[src/rtl/ccedet_defines.svh]
// Register offsets, field positions and reset values of the comparator control block
`ifndef CCEDET_DEFINES_SVH
`define CCEDET_DEFINES_SVH

`define CCEDET_ADDR_W 12
`define CCEDET_OFF_CTRL 12'h000
`define CCEDET_OFF_IRQ_STATUS 12'h004
`define CCEDET_OFF_IRQ_MASK 12'h008

`define CCEDET_BIT_ENABLE 7
`define CCEDET_BIT_REF_SEL 6
`define CCEDET_BIT_FLAG 5
`define CCEDET_BIT_IRQ_EN 4
`define CCEDET_BIT_OUT_STATUS 3
`define CCEDET_BIT_PIN_EN 2
`define CCEDET_BIT_MODE_HI 1
`define CCEDET_BIT_MODE_LO 0
`define CCEDET_BIT_EVENT 0

`define CCEDET_CTRL_RESET 8'h00
`define CCEDET_MASK_RESET 8'h01
`define CCEDET_STATUS_RESET 8'h00

`endif

[src/rtl/ccedet_pkg.sv]
// Types shared by the comparator control block
package ccedet_pkg;

    typedef logic [7:0] ccedet_byte_t;

    typedef enum logic [1:0] {
        CCEDET_ST_IDLE = 2'b00,
        CCEDET_ST_ANSWER = 2'b01
    } ccedet_apb_state_e;

    typedef enum logic [1:0] {
        CCEDET_MODE_FALL_A = 2'b00,
        CCEDET_MODE_RISE = 2'b01,
        CCEDET_MODE_FALL_B = 2'b10,
        CCEDET_MODE_EITHER = 2'b11
    } ccedet_edge_mode_e;

    typedef struct packed {
        logic comparator_block_enable;
        logic positive_input_reference_select;
        logic event_interrupt_enable;
        logic output_pin_drive_enable;
        ccedet_edge_mode_e event_edge_select;
    } ccedet_ctrl_s;

endpackage

[src/rtl/ccedet_sync_if.sv]
// Carrier between the control logic and the comparator output synchroniser
`timescale 1ns/1ps
interface ccedet_sync_if;
    logic raw;
    logic clear;
    logic level;

    modport ctrl (output raw, output clear, input level);
    modport sync (input raw, input clear, output level);
endinterface

[src/rtl/ccedet_sync.sv]
// Three-stage synchroniser with agreement filter for the comparator result
`timescale 1ns/1ps
module ccedet_sync (
    input wire logic sys_clk,
    input wire logic rst_n,
    ccedet_sync_if.sync link
);

    logic ff1;
    logic ff2;
    logic ff3;
    logic level;
    logic next_level;

    // A new level counts only once the second and third stage agree
    always_comb begin
        next_level = level;
        if (link.clear) begin
            next_level = 1'b0;
        end else if (ff2 == ff3) begin
            next_level = ff3;
        end
    end

    // Only ff2 reads ff1, so a metastable first stage never reaches logic
    always_ff @(posedge sys_clk or negedge rst_n) begin
        if (!rst_n) begin
            ff1 <= 1'b0;
            ff2 <= 1'b0;
            ff3 <= 1'b0;
            level <= 1'b0;
        end else begin
            ff1 <= link.raw;
            ff2 <= ff1;
            ff3 <= ff2;
            level <= next_level;
        end
    end

    assign link.level = level;

endmodule

[src/rtl/ccedet_top.sv]
// Comparator control, edge detection and APB register slave
//
// Implementation choices: the APB interface to the registers and the register offsets.
`timescale 1ns/1ps
`include "ccedet_defines.svh"
module ccedet_top #(
    parameter int LEVEL_W = 8
) (
    input wire logic sys_clk,
    input wire logic resetn,
    input wire logic psel,
    input wire logic penable,
    input wire logic pwrite,
    input wire logic [11:0] paddr,
    input wire logic [31:0] pwdata,
    input wire logic [3:0] pstrb,
    output logic [31:0] prdata,
    output logic pready,
    output logic pslverr,
    input wire logic [LEVEL_W-1:0] positive_input_pin,
    input wire logic [LEVEL_W-1:0] negative_input_pin,
    input wire logic [LEVEL_W-1:0] bandgap_reference,
    input wire logic light_stop,
    input wire logic deep_stop,
    output logic comparator_output_pin,
    output logic comparator_output_pin_oe,
    output logic comparator_power_enable,
    output logic analog_reference_select,
    output logic irq,
    output logic wakeup_request
);

    ////////////////////////////////////////////////////////////////////////
    // Reset release

    logic rst_ff1;
    logic rst_n;

    // Assertion is immediate, release waits two edges to avoid removal hazards
    always_ff @(posedge sys_clk or negedge resetn) begin
        if (!resetn) begin
            rst_ff1 <= 1'b0;
            rst_n <= 1'b0;
        end else begin
            rst_ff1 <= 1'b1;
            rst_n <= rst_ff1;
        end
    end

    ////////////////////////////////////////////////////////////////////////
    // Address decode

    // Shared by the read path and the write path
    function automatic logic addr_hit(input logic [11:0] addr, input logic [11:0] off);
        addr_hit = (addr == off);
    endfunction

    function automatic logic addr_mapped(input logic [11:0] addr);
        addr_mapped = addr_hit(addr, `CCEDET_OFF_CTRL) || addr_hit(addr, `CCEDET_OFF_IRQ_STATUS) ||
                      addr_hit(addr, `CCEDET_OFF_IRQ_MASK);
    endfunction

    // Unpacks a control byte field by field; the byte is wider than the stored struct
    function automatic ccedet_pkg::ccedet_ctrl_s ctrl_from_byte(input ccedet_pkg::ccedet_byte_t b);
        ccedet_pkg::ccedet_ctrl_s c;
        c.comparator_block_enable = b[`CCEDET_BIT_ENABLE];
        c.positive_input_reference_select = b[`CCEDET_BIT_REF_SEL];
        c.event_interrupt_enable = b[`CCEDET_BIT_IRQ_EN];
        c.output_pin_drive_enable = b[`CCEDET_BIT_PIN_EN];
        c.event_edge_select = ccedet_pkg::ccedet_edge_mode_e'(b[`CCEDET_BIT_MODE_HI:`CCEDET_BIT_MODE_LO]);
        return c;
    endfunction

    ////////////////////////////////////////////////////////////////////////
    // State

    ccedet_pkg::ccedet_ctrl_s ctrl;
    ccedet_pkg::ccedet_ctrl_s next_ctrl;
    logic compare_event_flag;
    logic next_compare_event_flag;
    ccedet_pkg::ccedet_byte_t irq_mask;
    ccedet_pkg::ccedet_byte_t next_irq_mask;
    logic prev_level;
    logic next_prev_level;
    ccedet_pkg::ccedet_apb_state_e apb_state;
    ccedet_pkg::ccedet_apb_state_e next_apb_state;
    logic [31:0] next_prdata;
    logic next_pready;
    logic next_pslverr;
    logic next_comparator_output_pin;
    logic next_comparator_output_pin_oe;
    logic next_comparator_power_enable;
    logic next_analog_reference_select;
    logic next_irq;
    logic next_wakeup_request;

    ////////////////////////////////////////////////////////////////////////
    // Comparator result and synchroniser

    ccedet_sync_if sync_link ();

    logic [LEVEL_W-1:0] selected_positive;
    logic compare_raw;
    logic live_level;
    logic output_status;

    // Positive input mux, then the compare itself; gated off when disabled
    always_comb begin
        selected_positive = ctrl.positive_input_reference_select ? bandgap_reference
                                                                 : positive_input_pin;
        compare_raw = ctrl.comparator_block_enable &&
                      (selected_positive > negative_input_pin);
    end

    assign sync_link.raw = compare_raw;
    assign sync_link.clear = deep_stop || !ctrl.comparator_block_enable;
    assign live_level = sync_link.level;

    ccedet_sync u_sync (
        .sys_clk(sys_clk),
        .rst_n(rst_n),
        .link(sync_link)
    );

    // Status bit forced low whenever the block is off
    assign output_status = ctrl.comparator_block_enable && live_level;

    ////////////////////////////////////////////////////////////////////////
    // Edge detection

    logic rise_edge;
    logic fall_edge;
    logic compare_event;

    // Edges are only meaningful while enabled; the level is cleared when off
    always_comb begin
        rise_edge = live_level && !prev_level;
        fall_edge = !live_level && prev_level;
        unique case (ctrl.event_edge_select)
            ccedet_pkg::CCEDET_MODE_FALL_A: compare_event = fall_edge;
            ccedet_pkg::CCEDET_MODE_RISE: compare_event = rise_edge;
            ccedet_pkg::CCEDET_MODE_FALL_B: compare_event = fall_edge;
            ccedet_pkg::CCEDET_MODE_EITHER: compare_event = rise_edge || fall_edge;
        endcase
        compare_event = compare_event && ctrl.comparator_block_enable;
    end

    ////////////////////////////////////////////////////////////////////////
    // APB slave

    logic access;
    logic commit;
    logic wr_commit;
    logic hit_ctrl;
    logic hit_status;
    logic hit_mask;
    logic clear_request;
    ccedet_pkg::ccedet_byte_t ctrl_read;
    ccedet_pkg::ccedet_byte_t status_read;
    ccedet_pkg::ccedet_byte_t read_byte;

    // Read images of the three registers; unused bits read as zero
    always_comb begin
        ctrl_read = `CCEDET_CTRL_RESET;
        ctrl_read[`CCEDET_BIT_ENABLE] = ctrl.comparator_block_enable;
        ctrl_read[`CCEDET_BIT_REF_SEL] = ctrl.positive_input_reference_select;
        ctrl_read[`CCEDET_BIT_FLAG] = compare_event_flag;
        ctrl_read[`CCEDET_BIT_IRQ_EN] = ctrl.event_interrupt_enable;
        ctrl_read[`CCEDET_BIT_OUT_STATUS] = output_status;
        ctrl_read[`CCEDET_BIT_PIN_EN] = ctrl.output_pin_drive_enable;
        ctrl_read[`CCEDET_BIT_MODE_HI:`CCEDET_BIT_MODE_LO] = ctrl.event_edge_select;
        status_read = `CCEDET_STATUS_RESET;
        status_read[`CCEDET_BIT_EVENT] = compare_event_flag;
    end

    // Decode of the presented address and the completing access phase
    always_comb begin
        access = psel && penable;
        hit_ctrl = addr_hit(paddr, `CCEDET_OFF_CTRL);
        hit_status = addr_hit(paddr, `CCEDET_OFF_IRQ_STATUS);
        hit_mask = addr_hit(paddr, `CCEDET_OFF_IRQ_MASK);
        commit = access && (apb_state == ccedet_pkg::CCEDET_ST_ANSWER);
        wr_commit = commit && pwrite && addr_mapped(paddr) && pstrb[0];
        read_byte = 8'h00;
        if (hit_ctrl) begin
            read_byte = ctrl_read;
        end else if (hit_status) begin
            read_byte = status_read;
        end else if (hit_mask) begin
            read_byte = irq_mask;
        end
    end

    // One wait state: the answer is registered in the first access cycle
    always_comb begin
        next_apb_state = apb_state;
        next_pready = 1'b0;
        next_pslverr = 1'b0;
        next_prdata = 32'h0000_0000;
        unique case (apb_state)
            ccedet_pkg::CCEDET_ST_IDLE: begin
                if (access) begin
                    next_apb_state = ccedet_pkg::CCEDET_ST_ANSWER;
                    next_pready = 1'b1;
                    next_pslverr = !addr_mapped(paddr);
                    if (!pwrite) begin
                        next_prdata = {24'h00_0000, read_byte};
                    end
                end
            end
            ccedet_pkg::CCEDET_ST_ANSWER: begin
                next_apb_state = ccedet_pkg::CCEDET_ST_IDLE;
            end
        endcase
    end

    ////////////////////////////////////////////////////////////////////////
    // Register and event logic

    // Either register can clear the flag; only a one in that bit does
    always_comb begin
        clear_request = wr_commit && ((hit_ctrl && pwdata[`CCEDET_BIT_FLAG]) ||
                                      (hit_status && pwdata[`CCEDET_BIT_EVENT]));
    end

    // A fresh event in the clearing cycle wins, so a clear never drops an event; deep stop drops it
    always_comb begin
        next_ctrl = ctrl;
        next_irq_mask = irq_mask;
        next_prev_level = live_level;
        next_compare_event_flag = compare_event || (compare_event_flag && !clear_request);
        if (wr_commit && hit_ctrl) begin
            next_ctrl.comparator_block_enable = pwdata[`CCEDET_BIT_ENABLE];
            next_ctrl.positive_input_reference_select = pwdata[`CCEDET_BIT_REF_SEL];
            next_ctrl.event_interrupt_enable = pwdata[`CCEDET_BIT_IRQ_EN];
            next_ctrl.output_pin_drive_enable = pwdata[`CCEDET_BIT_PIN_EN];
            next_ctrl.event_edge_select = ccedet_pkg::ccedet_edge_mode_e'(
                pwdata[`CCEDET_BIT_MODE_HI:`CCEDET_BIT_MODE_LO]);
        end
        if (wr_commit && hit_mask) begin
            next_irq_mask = pwdata[7:0] & 8'h01;
        end
        // Powering down in deep stop loses the control, mask, flag and edge state, as a reset would
        if (deep_stop) begin
            next_ctrl = ctrl_from_byte(`CCEDET_CTRL_RESET);
            next_irq_mask = `CCEDET_MASK_RESET;
            next_compare_event_flag = 1'b0;
            next_prev_level = 1'b0;
        end
    end

    // Outputs follow the next values so each is a flip-flop with no extra lag
    always_comb begin
        next_irq = next_compare_event_flag && next_ctrl.event_interrupt_enable &&
                   next_irq_mask[`CCEDET_BIT_EVENT];
        next_wakeup_request = light_stop && next_compare_event_flag &&
                              next_ctrl.event_interrupt_enable;
        next_comparator_output_pin_oe = next_ctrl.output_pin_drive_enable;
        next_comparator_output_pin = next_ctrl.output_pin_drive_enable &&
                                     next_ctrl.comparator_block_enable && live_level;
        next_comparator_power_enable = next_ctrl.comparator_block_enable;
        next_analog_reference_select = next_ctrl.positive_input_reference_select;
    end

    // Single register stage for all control state and outputs
    always_ff @(posedge sys_clk or negedge rst_n) begin
        if (!rst_n) begin
            ctrl <= ctrl_from_byte(`CCEDET_CTRL_RESET);
            compare_event_flag <= 1'b0;
            irq_mask <= `CCEDET_MASK_RESET;
            prev_level <= 1'b0;
            apb_state <= ccedet_pkg::CCEDET_ST_IDLE;
            prdata <= 32'h0000_0000;
            pready <= 1'b0;
            pslverr <= 1'b0;
            irq <= 1'b0;
            wakeup_request <= 1'b0;
            comparator_output_pin <= 1'b0;
            comparator_output_pin_oe <= 1'b0;
            comparator_power_enable <= 1'b0;
            analog_reference_select <= 1'b0;
        end else begin
            ctrl <= next_ctrl;
            compare_event_flag <= next_compare_event_flag;
            irq_mask <= next_irq_mask;
            prev_level <= next_prev_level;
            apb_state <= next_apb_state;
            prdata <= next_prdata;
            pready <= next_pready;
            pslverr <= next_pslverr;
            irq <= next_irq;
            wakeup_request <= next_wakeup_request;
            comparator_output_pin <= next_comparator_output_pin;
            comparator_output_pin_oe <= next_comparator_output_pin_oe;
            comparator_power_enable <= next_comparator_power_enable;
            analog_reference_select <= next_analog_reference_select;
        end
    end

endmodule

[config.mk]
export PLATFORM = sky130hd
export DESIGN_NAME = ccedet_top
export DESIGN_NICKNAME = d
export VERILOG_FILES = /design/src/rtl/ccedet_pkg.sv /design/src/rtl/ccedet_sync_if.sv /design/src/rtl/ccedet_sync.sv /design/src/rtl/ccedet_top.sv
export VERILOG_INCLUDE_DIRS = /design/src /design/src/rtl
export SDC_FILE = /design/constraint.sdc
export NUM_CORES = 1
export LEC_CHECK = 0
export ABC_AREA = 1
export BUFFER_PORTS_ARGS = -buffer_cell sky130_fd_sc_hd__buf_2
export CORE_MARGIN = 5
export CORE_UTILIZATION = 42
export DETAILED_ROUTE_END_ITERATION = 8
export PLACE_DENSITY = 0.83
export SKIP_LAST_GASP = 1
export SLEW_MARGIN = 20
export SYNTH_ARGS = -nofsm -noshare
export SYNTH_HDL_FRONTEND = slang
export SYNTH_SLANG_ARGS = --single-unit
[constraint.sdc]
create_clock -name sys_clk -period 1 [get_ports sys_clk]
set_input_delay 0.1 -clock sys_clk [delete_from_list [all_inputs] [get_ports sys_clk]]
set_output_delay 0.1 -clock sys_clk [all_outputs]
set_load 0.005 [all_outputs]
Word-level counts from Yosys, hierarchy flattened
Cells that the tools add are included.
- flip-flop bits (word level): 61
- word-level logic and storage cells: 93
- input bits: 79
- output and inout port bits: 40
- magnitude comparators: 1
- reduce and logical (&&, ||, !) cells: 40
- mux-type cells: 22
- equal/unequal tests: 8
- operators with widths (cell ; number):
    $mux 8 ; 9
    $logic_and 1x1->1 ; 22
    $eq 12x3->1 const B ; 1
    $eq 12x4->1 const B ; 1
    $logic_not 12->1 ; 1
    $mux 6 ; 2
    $gt 8x8->1 ; 1
    $mux 1 ; 8
    $logic_or 1x1->1 ; 6
    $reduce_bool 2->1 ; 3
    $logic_not 1->1 ; 5
    $eq 2x1->1 const B ; 2
    $eq 2x2->1 const B ; 2
    $logic_not 2->1 ; 2
    $pmux 2 s2 ; 1
    $pmux 1 s3 ; 1
    $mux 2 ; 1
    $ne 2x2->1 const B ; 1
    $reduce_or 2->1 ; 1
    $eq 1x1->1 ; 1

Depth between registers and ports, before layout
Gate-level depths: netlist of the first run.
- depth in word-level cells: 12
- gate-level depth with buffers: 10
- mapped depth without buffers: 10

Hierarchy
From an unflattened synthesis of the first run, not the netlist that was laid out.
- cell total of the unflattened synthesis: 196
- area total of the unflattened synthesis: 1755.4 µm²
- modules (own cells, without submodules) (module ; cells an instance ; area each (µm²) ; times used):
    ccedet_top ; 189 ; 1639.1 ; 1
    ccedet_sync ; 7 ; 116.4 ; 1

Worst setup path before layout of the first run
Ideal clock, no wire load.
- path kind: register to register
- start: reg ctrl[4] in the netlist's numbering
- end: reg u_sync.ff1
- path buffers: 1
- setup time: 94 ps
- stages on the path, launching flop included: 10
- arrival time: 1846 ps
- slack: -940 ps
- path through: dfrtp_1 clkbuf_1 mux2_2 ha_1 inv_1 nor2_1 nor2_1 o21ai_0 nand4_1 a211oi_1
- cells in the longest elaborated chain, start to end: 3
- ends and longest elaborated chain (what ; RTL line ; text):
    start: declaration ; ccedet_top.sv:77 ; ccedet_pkg::ccedet_ctrl_s ctrl;
    start signal: assignment ; ccedet_top.sv:268 ; ctrl <= ctrl_from_byte(`CCEDET_CTRL_RESET);
    start signal: assignment ; ccedet_top.sv:283 ; ctrl <= next_ctrl;
    $mux 8 ; ccedet_top.sv:109 ; selected_positive = ctrl.positive_input_reference_select ? bandgap_reference
    $gt 8x8->1 ; ccedet_top.sv:112 ; (selected_positive > negative_input_pin);
    $logic_and 1x1->1 ; ccedet_top.sv:111 ; compare_raw = ctrl.comparator_block_enable &&
    via compare_raw ; ccedet_top.sv:103 ; logic compare_raw;
    end signal: assignment ; ccedet_sync.sv:33 ; ff1 <= link.raw;
    end: declaration ; ccedet_sync.sv:9 ; logic ff1;
The timed path passes the listed nets, and every way through them passes these cells.
A chain may end at the register's enable or synchronous reset.

Worst setup path in the final report of the first run
Same ends and word-level chain as after synthesis.

==> results of run 1 <==
==> worst min-delay path by stage <==
stage / startpoint / endpoint / slack [ns] / cells past startpoint
after global placement: resetn / rst_n$_DFF_PN0_ / -0.11 / 1
final: light_stop / wakeup_request$_DFF_PN0_ / 0.03 / 3
after CTS: light_stop / wakeup_request$_DFF_PN0_ / 0.02 / 3
after detailed placement: resetn / rst_n$_DFF_PN0_ / -0.11 / 1
after floorplan: resetn / rst_ff1$_DFF_PN0_ / -0.20 / 0
after global routing: light_stop / wakeup_request$_DFF_PN0_ / 0.03 / 3
==> power by group through the flow <==
stage	Sequential (mW)	Clock (mW)	Combinational [mW]
after floorplan	1.22	0	0.212
after global placement	1.21	0	0.338
after detailed placement	1.21	0	0.350
after CTS	1.19	1.07	0.411
after global routing	1.19	1.12	0.498
final	1.19	1.05	0.446
==> through the flow <==
step / setup WS [ns] / std cells
4_1_cts: -0.7290 / 355
3_3_place_gp: -0.7526 / 334
2_1_floorplan: -0.7247 / 217
6_report: -0.7562 / 358
3_5_place_dp: -0.8535 / 334
5_1_grt: -0.8146 / 358
==> cell type report <==
type,count,area (sq um)
fill,314,1336
multi-input combinational,137,996.0
sequential,29,728.2
timing repair buffer,108,704.4
inverter,26,100.1
clock buffer,7,96.34
tap,50,62.56
clock inverter,1,5.005
==> layout by cell type, fill, tap and decap left out, types with 11 or more instances in the layout <==
cell type,instances
sky130_fd_sc_hd__dfrtp_1,27
sky130_fd_sc_hd__buf_2,65
sky130_fd_sc_hd__nand2_2,11
sky130_fd_sc_hd__nor2_1,16
sky130_fd_sc_hd__buf_4,30
sky130_fd_sc_hd__buf_6,11
sky130_fd_sc_hd__nand2_1,14
sky130_fd_sc_hd__inv_1,20
sky130_fd_sc_hd__conb_1,25
==> what timing repair did <==
action	in CTS	in global routing
endpoints found under the setup margin	22	23
pin swaps	13	14
gates cloned	0	0
endpoints found under the hold margin	2	0
buffers inserted	13	7
resized for setup	28	21
hold buffers	1	0
==> cell families after synthesis <==
group	after synthesis	synth area share, %
other cells	2	0.4293
flops	29	41.56
simple gates	77	23.61
buf+inv	51	16.09
compound gates	17	6.080
fa+ha+maj	10	7.153
mux	8	5.079
==> routing by layer <==
| metal | up-vias | GRT usage (%) |
|---|---|---|
| met3 | 13 | 5.270 |
| met1 | 780 | 18.04 |
| met2 | 64 | 32.10 |
| met5 | - | 0 |
| li1 | 803 | - |
| met4 | 0 | 5.731 |
==> worst max-delay path: stages, from the launching register on <==
cell and delay (ns):
sky130_fd_sc_hd__dfrtp_2 0.45, sky130_fd_sc_hd__buf_6 0.15, sky130_fd_sc_hd__mux2_4 0.31, sky130_fd_sc_hd__ha_4 0.28
sky130_fd_sc_hd__nand2_2 0.06, sky130_fd_sc_hd__inv_2 0.05, sky130_fd_sc_hd__nand4_1 0.08, sky130_fd_sc_hd__nor3_2 0.22
sky130_fd_sc_hd__a211oi_2 0.05
==> flow_metrics.py, run 1 <==
metrics = {
    "yosys": {
        "postSynthCellCount": 194,
        "synthArstFlopShare_pct": 100.0,
        "synth.most_common_cell": "sky130_fd_sc_hd__dfrtp_1",
        "ys.flop_type": "sky130_fd_sc_hd__dfrtp_1",
        "yosysTopAreaCellShare_pct": 40.06,
        "synth_area_sq_um": 1749,
        "avgSynthCellArea_sq_um": 9.016,
        "post_synth_edffs": 0,
        "ys_top_cells_by_count": "28 x sky130_fd_sc_hd__dfrtp_1, 24 x sky130_fd_sc_hd__buf_4, 23 x sky130_fd_sc_hd__inv_1",
        "synth-warning-count": 0,
        "synth_largest_area_cell": "sky130_fd_sc_hd__dfrtp_1",
        "yosys-top-cells-area": "sky130_fd_sc_hd__dfrtp_1 40%, sky130_fd_sc_hd__buf_4 10%, sky130_fd_sc_hd__ha_1 7.2%, sky130_fd_sc_hd__inv_1 4.9%, sky130_fd_sc_hd__mux2_2 4.5%",
        "synth.distinct_cells": 31,
        "ys_seq_elements": 29,
        "synth.yosys.seq_area_share_pct": 41.56,
    },
    "finish": {
        "area_delta_synth_final_pct": 53.93,
        "num_antenna_cells": 0,
        "post_route_cells_drive_above_1_share_pct": 56.49,
        "finish.net_count": 396,
        "largest_register_ff_count": 8,
        "reg_top3": "prdata: 8 flops, ctrl: 6 flops",
        "post_route_cell_area_sq_um": 2693,
        "largest_register": "prdata",
        "layout.core_utilization_pct": 66.83,
    },
    "clock_network": {
        "clk_latency_ns": 0.28,
        "cts_tree": "built",
        "clk_root_buffer_cell": "sky130_fd_sc_hd__clkbuf_8",
        "cts.clk_slew.worst_paths_ns": 0.06,
        "cts_made_buffers": 5,
        "clock_path_buffers": 2,
        "cts.sinks": 29,
        "cts-htree-levels": 2,
    },
    "detailed_routing": {
        "routedWlPerCell_um": 13.38,
        "drc_errors": 0,
        "detailroute.wirelength.met3_um": 384,
        "detailroute.via_count": 1660,
        "drt-pass1-iter-count": 4,
        "maxUsedRoutingLayer": "met4",
        "routed_wire_length_on_met2_mm": 2.692,
        "drtIter0Drc": 99,
        "detail_route.wirelength_mm": 4.789,
        "drt-vias-per-instance": 4.637,
        "antenna_violating_nets_post_route": 0,
        "detail_route.wirelength.met1_mm": 1.614,
    },
    "timing": {
        "max_clock_freq_ghz": 0.5694,
        "finalHoldViolCount": 0,
        "postLayoutSetupSlackWorst_ns": -0.7562,
        "finalClockSkew_ns": 0.003255,
        "rsz0062_at_grt": "yes",
        "slew_violations": 0,
        "setup-tns-final_ns": -6.345,
        "final_min_period_over_clock_period_pct": 175.6,
        "finalSetupViolations": 23,
        "hold_slack_ns": 0.02530,
        "fin_crit_ns": 1.756,
    },
    "floorplan": {
        "core_sq_um": 4029,
        "rows": 23,
        "num_io_pins": 119,
        "fp.dieArea_sq_um": 5555,
        "initial_core_util_pct": 43.42,
        "die-height_um": 74.54,
        "chipWidth_um": 74.54,
    },
    "setup_path": {
        "worstSetupEndpoint": "u_sync.ff1$_DFF_PN0_",
        "crit_required_ns": 1.17,
        "critPathLaunch": "ctrl[4]$_DFFE_PN0P_",
        "timing_worst_setup_path_type": "reg -> reg",
        "rr_startpoint": "ctrl[4]$_DFFE_PN0P_",
        "endpoint_class_of_the_critical_path": "flop",
        "r2r_end": "u_sync.ff1$_DFF_PN0_",
        "crit_path_launch_type": "flop",
        "r2r.worst_path.cells": 8,
        "path_max_fanout": 5,
        "worst_ep_arrival_time_ns": 1.93,
        "rrSetupSlack_ns": -0.76,
    },
    "power_and_ir_drop": {
        "cellPowerDensity_nw_per_um2": 999.2,
        "power.clock.fraction_pct": 39.2,
        "comb_power_share_pct": 16.6,
        "total_power_mw": 2.690,
        "sequentialPowerShare_pct": 44.2,
        "power.ir.vdd_worst_v": 0.0004741,
        "swShare_pct": 24.52,
        "switching_power_mw": 0.6598,
        "static_leak_nw": 1.479,
        "internal_power_mw": 2.031,
    },
    "placed_design": {
        "placed_area_sq_um": 2276,
        "dp_hpwl_mm": 3.474,
        "gp_routability_congestion": 0.8663,
        "port_buffers": 66,
    },
    "global_route": {
        "grt_use_total_pct": 17.14,
        "grt_pass1_wl_mm": 7.210,
        "grt_start_max_net_pins": 28,
        "grt_remaining_overflow": 0,
        "antenna_violations_before_repair": 0,
        "grt_pass1_vias": 1656,
    },
    "min_path": {
        "worstHoldPathType": "in -> reg",
    },
    "status": {
        "run_status": "complete, but fails checks",
        "violations": "setup timing",
    },
    "flow_run": {
        "max-cap-violations": 0,
    },
}
Power figures use the tool's default switching activity.
==> run 2, diff against run 1 <==
Settings changed: CORE_UTILIZATION 42 to 38, PLACE_DENSITY 0.83 to 0.79.
Clock period 1 ns to 1.5 ns, I/O delays scaled along.
==> run 2 against run 1 <==
First-iteration DRC count grew 21%; critical path depth decreased by 1; setup slack better by 0.53 ns; cell count fell by 8.7%; clock power decreased by 40%; clock-buffer cell count unchanged; non-clock buffer count fell by 32; register-to-register slack gained 0.53 ns; routed wire length decreased by 18%; global-route usage down 4.2 points; the flow still finishes with violations (setup timing); die area rose by 9.1%; worst hold slack improved by 0.066 ns.
==> flow_metrics.py, run 2 (synthesis results as in run 1) <==
metrics = {
    "status": {
        "run_status": "complete, but fails checks",
        "violations": "setup timing",
    },
    "finish": {
        "largest_register_ff_count": 8,
        "reg_top3": "prdata: 8 flops, ctrl: 6 flops",
        "largest_register": "prdata",
        "final_common_cell": "sky130_fd_sc_hd__buf_2",
        "finish.net_count": 364,
        "area_delta_synth_final_pct": 30.47,
        "post_route_cells_drive_above_1_share_pct": 42.55,
        "num_antenna_cells": 0,
        "most_used_cells_in_the_layout_excluding_fill_and_tap_cells": "66 x sky130_fd_sc_hd__buf_2, 27 x sky130_fd_sc_hd__dfrtp_1, 25 x sky130_fd_sc_hd__conb_1",
        "stdcell_count": 327,
    },
    "clock_network": {
        "cts-htree-levels": 2,
        "cts.sinks": 29,
        "clk_root_buffer_cell": "sky130_fd_sc_hd__clkbuf_8",
        "clock_path_buffers": 2,
        "clk_latency_ns": 0.28,
        "cts_tree": "built",
        "cts_made_buffers": 5,
        "cts.clk_slew.worst_paths_ns": 0.06,
    },
    "timing": {
        "final_min_period_over_clock_period_pct": 114.8,
        "slew_violations": 0,
        "fin_crit_ns": 1.722,
        "finalHoldViolCount": 0,
        "finalSetupViolations": 1,
        "rsz0062_at_grt": "yes",
        "setup-tns-final_ns": -0.2224,
        "postLayoutSetupSlackWorst_ns": -0.2224,
        "max_clock_freq_ghz": 0.5806,
        "finalClockSkew_ns": 0.004964,
    },
    "setup_path": {
        "timing_worst_setup_path_type": "reg -> reg",
        "worstSetupEndpoint": "u_sync.ff1$_DFF_PN0_",
        "path_max_fanout": 4,
        "crit_path_launch_type": "flop",
        "rr_startpoint": "ctrl[4]$_DFFE_PN0P_",
        "worst_ep_arrival_time_ns": 1.92,
        "crit_required_ns": 1.69,
        "r2r_end": "u_sync.ff1$_DFF_PN0_",
        "rrSetupSlack_ns": -0.22,
        "r2r.worst_path.cells": 7,
        "endpoint_class_of_the_critical_path": "flop",
        "critPathLaunch": "ctrl[4]$_DFFE_PN0P_",
    },
    "placed_design": {
        "numPlacedInstances": 318,
        "dp_hpwl_mm": 3.129,
        "port_buffers": 66,
        "gp_routability_congestion": 0.7919,
    },
    "global_route": {
        "grt_use_total_pct": 12.89,
        "grt_pass1_vias": 1448,
        "grt_remaining_overflow": 0,
        "antenna_violations_before_repair": 0,
        "grt_start_max_net_pins": 28,
        "grt_pass1_wl_mm": 6.382,
    },
    "detailed_routing": {
        "drtIter0Drc": 120,
        "antenna_violating_nets_post_route": 0,
        "drt-pass1-iter-count": 4,
        "detailroute.via_count": 1476,
        "detail_route.wirelength_mm": 3.937,
        "routedWlPerCell_um": 12.04,
        "drc_errors": 0,
        "drt-vias-per-instance": 4.514,
    },
    "floorplan": {
        "initial_core_util_pct": 39.63,
        "core_sq_um": 4414,
        "num_io_pins": 119,
        "fp.dieArea_sq_um": 6060,
        "die-height_um": 77.85,
        "rows": 24,
        "chipWidth_um": 77.85,
    },
    "power_and_ir_drop": {
        "cellPowerDensity_nw_per_um2": 723.0,
        "total_power_mw": 1.650,
        "power.ir.vdd_worst_v": 0.0003080,
        "static_leak_nw": 1.275,
    },
    "flow_run": {
        "max-cap-violations": 0,
    },
    "min_path": {
        "worstHoldPathType": "in -> reg",
    },
}
==> run 2: how the worst min path moves through the flow <==
stage / start / end / slack [ns] / cells past startpoint
after floorplan: resetn / rst_ff1$_DFF_PN0_ / -0.15 / 0
after global placement: resetn / rst_n$_DFF_PN0_ / -0.06 / 1
after detailed placement: resetn / rst_n$_DFF_PN0_ / -0.06 / 1
after CTS: light_stop / wakeup_request$_DFF_PN0_ / 0.09 / 3
after global routing: light_stop / wakeup_request$_DFF_PN0_ / 0.12 / 3
final: light_stop / wakeup_request$_DFF_PN0_ / 0.09 / 3
==> run 2: power breakdown <==
part           total, mW  internal, mW  switching (mW)
registers          0.792         0.790         0.00225
logic              0.230         0.105           0.124
clock network      0.628         0.363           0.266
total               1.65          1.26           0.392
==> run 2: cell type report <==
cell class              count  area, sq um
inverters                  26        97.59
flip-flops and latches     29        728.2
fillers                   417         2132
multi-input cells         137        889.6
repair buffers             76        415.4
clock buffers               7        86.33
well taps                  52        65.06
==> run 2: critical path, cell delays in order (launching register included) <==
cell	delay (ns)
sky130_fd_sc_hd__dfrtp_2	0.41
sky130_fd_sc_hd__buf_6	0.11
sky130_fd_sc_hd__mux2_2	0.35
sky130_fd_sc_hd__ha_4	0.28
sky130_fd_sc_hd__nand2_1	0.06
sky130_fd_sc_hd__o21ai_1	0.13
sky130_fd_sc_hd__nand4_1	0.11
sky130_fd_sc_hd__a211oi_2	0.19
==> run 2: repair_timing <==
item                                    in CTS  in global routing
hold buffers                                 1                  0
pin swaps                                    1                  0
resized for setup                            7                  4
hold endpoints to repair                     2                  0
endpoints found under the setup margin       1                  5
buffers inserted                             1                  0
==> run 2: per-layer routing <==
| layer | vias to the layer above | track usage, % | share of wire [%] |
|---|---|---|---|
| li1 | 735 | - | - |
| met1 | 664 | 15.28 | 37 |
| met2 | 71 | 21.45 | 49 |
| met3 | 6 | 5.440 | 12 |
| met4 | 0 | 3.265 | 1.3 |
| met5 | - | 0 | 0 |
==> run 2: through the flow <==
stage	utilization [%]	hold slack (ns)	setup slack, ns	area [sq um]
after floorplan	-	-0.1456	-0.2247	1849
after CTS	51.13	0.09451	-0.2175	2257
final	51.70	0.09113	-0.2224	2282
after global routing	51.70	0.1232	-0.2999	2282
after detailed placement	47.82	-0.06449	-0.2842	2111
after global placement	47.82	-0.06489	-0.2259	2111
==> run 3, diff against run 2 <==
Settings changed: CORE_MARGIN 5 to default.
==> run 3 against run 2 <==
The run still ends with setup timing left; routed wire length fell by 16%; register-to-register slack worse by 0.03 ns; sequential power barely moved; first-iteration DRC count fell by 51%; largest cell class unchanged; largest power group unchanged; combinational power decreased by 8.7%; cell area fell by 2.5%; non-clock buffer count stayed put; cell count grew 0.31%; critical path depth up 2.
==> flow_metrics.py, run 3 (synthesis results as in run 1) <==
metrics = {
    "detailed_routing": {
        "drt-pass1-iter-count": 4,
        "drt-vias-per-instance": 4.515,
        "antenna_violating_nets_post_route": 0,
        "drtIter0Drc": 59,
        "drc_errors": 0,
        "routedWlPerCell_um": 10.07,
        "detailroute.via_count": 1481,
        "detail_route.wirelength_mm": 3.304,
    },
    "setup_path": {
        "worst_ep_arrival_time_ns": 1.94,
        "endpoint_class_of_the_critical_path": "flop",
        "timing_worst_setup_path_type": "reg -> reg",
        "crit_path_launch_type": "flop",
        "path_max_fanout": 3,
        "crit_required_ns": 1.69,
    },
    "global_route": {
        "antenna_violations_before_repair": 0,
        "grt_use_total_pct": 14.70,
        "grt_start_max_net_pins": 28,
        "grt_remaining_overflow": 0,
        "grt_pass1_wl_mm": 5.775,
        "grt_pass1_vias": 1450,
    },
    "placed_design": {
        "placed_area_sq_um": 2111,
        "gp_routability_congestion": 0.7561,
        "port_buffers": 66,
        "dp_hpwl_mm": 2.759,
    },
    "finish": {
        "largest_register": "prdata",
        "final_common_cell": "sky130_fd_sc_hd__buf_2",
        "layout.filler_cells": 422,
        "regArea_sq_um": 726.9,
        "finish.net_count": 364,
        "reg_top3": "prdata: 8 flops, ctrl: 6 flops",
        "largest_register_ff_count": 8,
        "post_route_cell_area_sq_um": 2226,
        "post_route_cells_drive_above_1_share_pct": 40.58,
        "multi_input_comb_area_sq_um": 838.3,
        "num_antenna_cells": 0,
        "area_delta_synth_final_pct": 27.25,
        "layout.core_utilization_pct": 50.77,
        "most_used_cells_in_the_layout_excluding_fill_and_tap_cells": "66 x sky130_fd_sc_hd__buf_2, 28 x sky130_fd_sc_hd__dfrtp_1, 25 x sky130_fd_sc_hd__conb_1",
    },
    "clock_network": {
        "cts_made_buffers": 5,
        "clk_root_buffer_cell": "sky130_fd_sc_hd__clkbuf_8",
        "clk_latency_ns": 0.27,
        "cts_tree": "built",
        "cts.sinks": 29,
        "cts-htree-levels": 2,
        "clock_path_buffers": 2,
        "cts.clk_slew.worst_paths_ns": 0.06,
    },
    "power_and_ir_drop": {
        "static_leak_nw": 1.272,
        "power.ir.vdd_worst_v": 0.0002993,
        "cellPowerDensity_nw_per_um2": 732.0,
    },
    "timing": {
        "postLayoutSetupSlackWorst_ns": -0.2507,
        "finalSetupViolations": 1,
        "slew_violations": 0,
        "rsz0062_at_grt": "yes",
        "finalHoldViolCount": 0,
        "finalClockSkew_ns": 0.003872,
        "max_clock_freq_ghz": 0.5712,
        "fin_crit_ns": 1.751,
        "final_min_period_over_clock_period_pct": 116.7,
        "setup-tns-final_ns": -0.2507,
        "hold_slack_ns": 0.08864,
    },
    "floorplan": {
        "rows": 24,
        "initial_core_util_pct": 39.90,
        "core_sq_um": 4384,
        "die-height_um": 69.85,
        "chipWidth_um": 69.85,
        "fp.dieArea_sq_um": 4878,
        "num_io_pins": 119,
    },
    "status": {
        "violations": "setup timing",
        "run_status": "complete, but fails checks",
    },
    "min_path": {
        "worstHoldPathType": "in -> reg",
    },
    "flow_run": {
        "max-cap-violations": 0,
    },
}
-- run 3: layout make-up --
class	instances	area share, %
Sequential cell	29	32.66
Inverter	26	4.384
Multi-Input combinational cell	137	37.66
Timing Repair Buffer	76	18.32
Tap cell	52	2.923
Clock buffer	8	4.047
-- run 3: final timing paths --
check / start / endpoint / slack, ns / cells after the start
min in group asynchronous: resetn / rst_ff1$_DFF_PN0_ / 0.19 / 2
hold reg to reg: rst_n$_DFF_PN0_ / prdata[1]$_DFF_PN0_ / 0.24 / 1
hold / removal: light_stop / wakeup_request$_DFF_PN0_ / 0.09 / 3
max in group asynchronous: rst_n$_DFF_PN0_ / irq_mask[0]$_DFF_PN1_ / 0.97 / 1
setup reg to reg: ctrl[4]$_DFFE_PN0P_ / u_sync.ff1$_DFF_PN0_ / -0.25 / 9
setup / recovery: ctrl[4]$_DFFE_PN0P_ / u_sync.ff1$_DFF_PN0_ / -0.25 / 9
-- run 3: routing by layer --
metal / up-vias / part of all wire [%] / track usage [%]
met1: 678 / 40 / 17.41
met4: 0 / 1.8 / 5.778
met2: 56 / 51 / 25.43
met5: - / 0 / 0
li1: 738 / - / -
met3: 9 / 7.5 / 3.634
-- run 3: critical path: stages, from the launching register on --
cell and delay, ns:
sky130_fd_sc_hd__dfrtp_1 0.39, sky130_fd_sc_hd__buf_4 0.15, sky130_fd_sc_hd__mux2_4 0.29, sky130_fd_sc_hd__ha_1 0.27, sky130_fd_sc_hd__inv_1 0.04, sky130_fd_sc_hd__nor2_1 0.08
sky130_fd_sc_hd__nor2_1 0.04, sky130_fd_sc_hd__o21ai_1 0.12, sky130_fd_sc_hd__nand4_1 0.12, sky130_fd_sc_hd__a211oi_2 0.18
-- run 3: repair_timing --
action	CTS	global route
resized for setup	0	2
setup endpoints to repair	1	5
hold buffers	1	0
setup buffers	1	0
hold endpoints to repair	2	0
cloned	0	0
pin swaps	1	0
-- run 3: stage by stage --
step	power, mW	setup slack [ns]	cells
2_1_floorplan	0.9545	-0.2247	217
3_3_place_gp	1.008	-0.2241	318
3_5_place_dp	1.015	-0.2699	318
4_1_cts	1.651	-0.2515	328
5_1_grt	1.731	-0.3519	328
6_report	1.629	-0.2507	328
-- run 3: report_power, final --
| part | internal [mW] | total, mW | switching (mW) |
|---|---|---|---|
| sequential | 0.790 | 0.792 | 0.00242 |
| clock | 0.373 | 0.627 | 0.254 |
| combinational | 0.0974 | 0.210 | 0.112 |
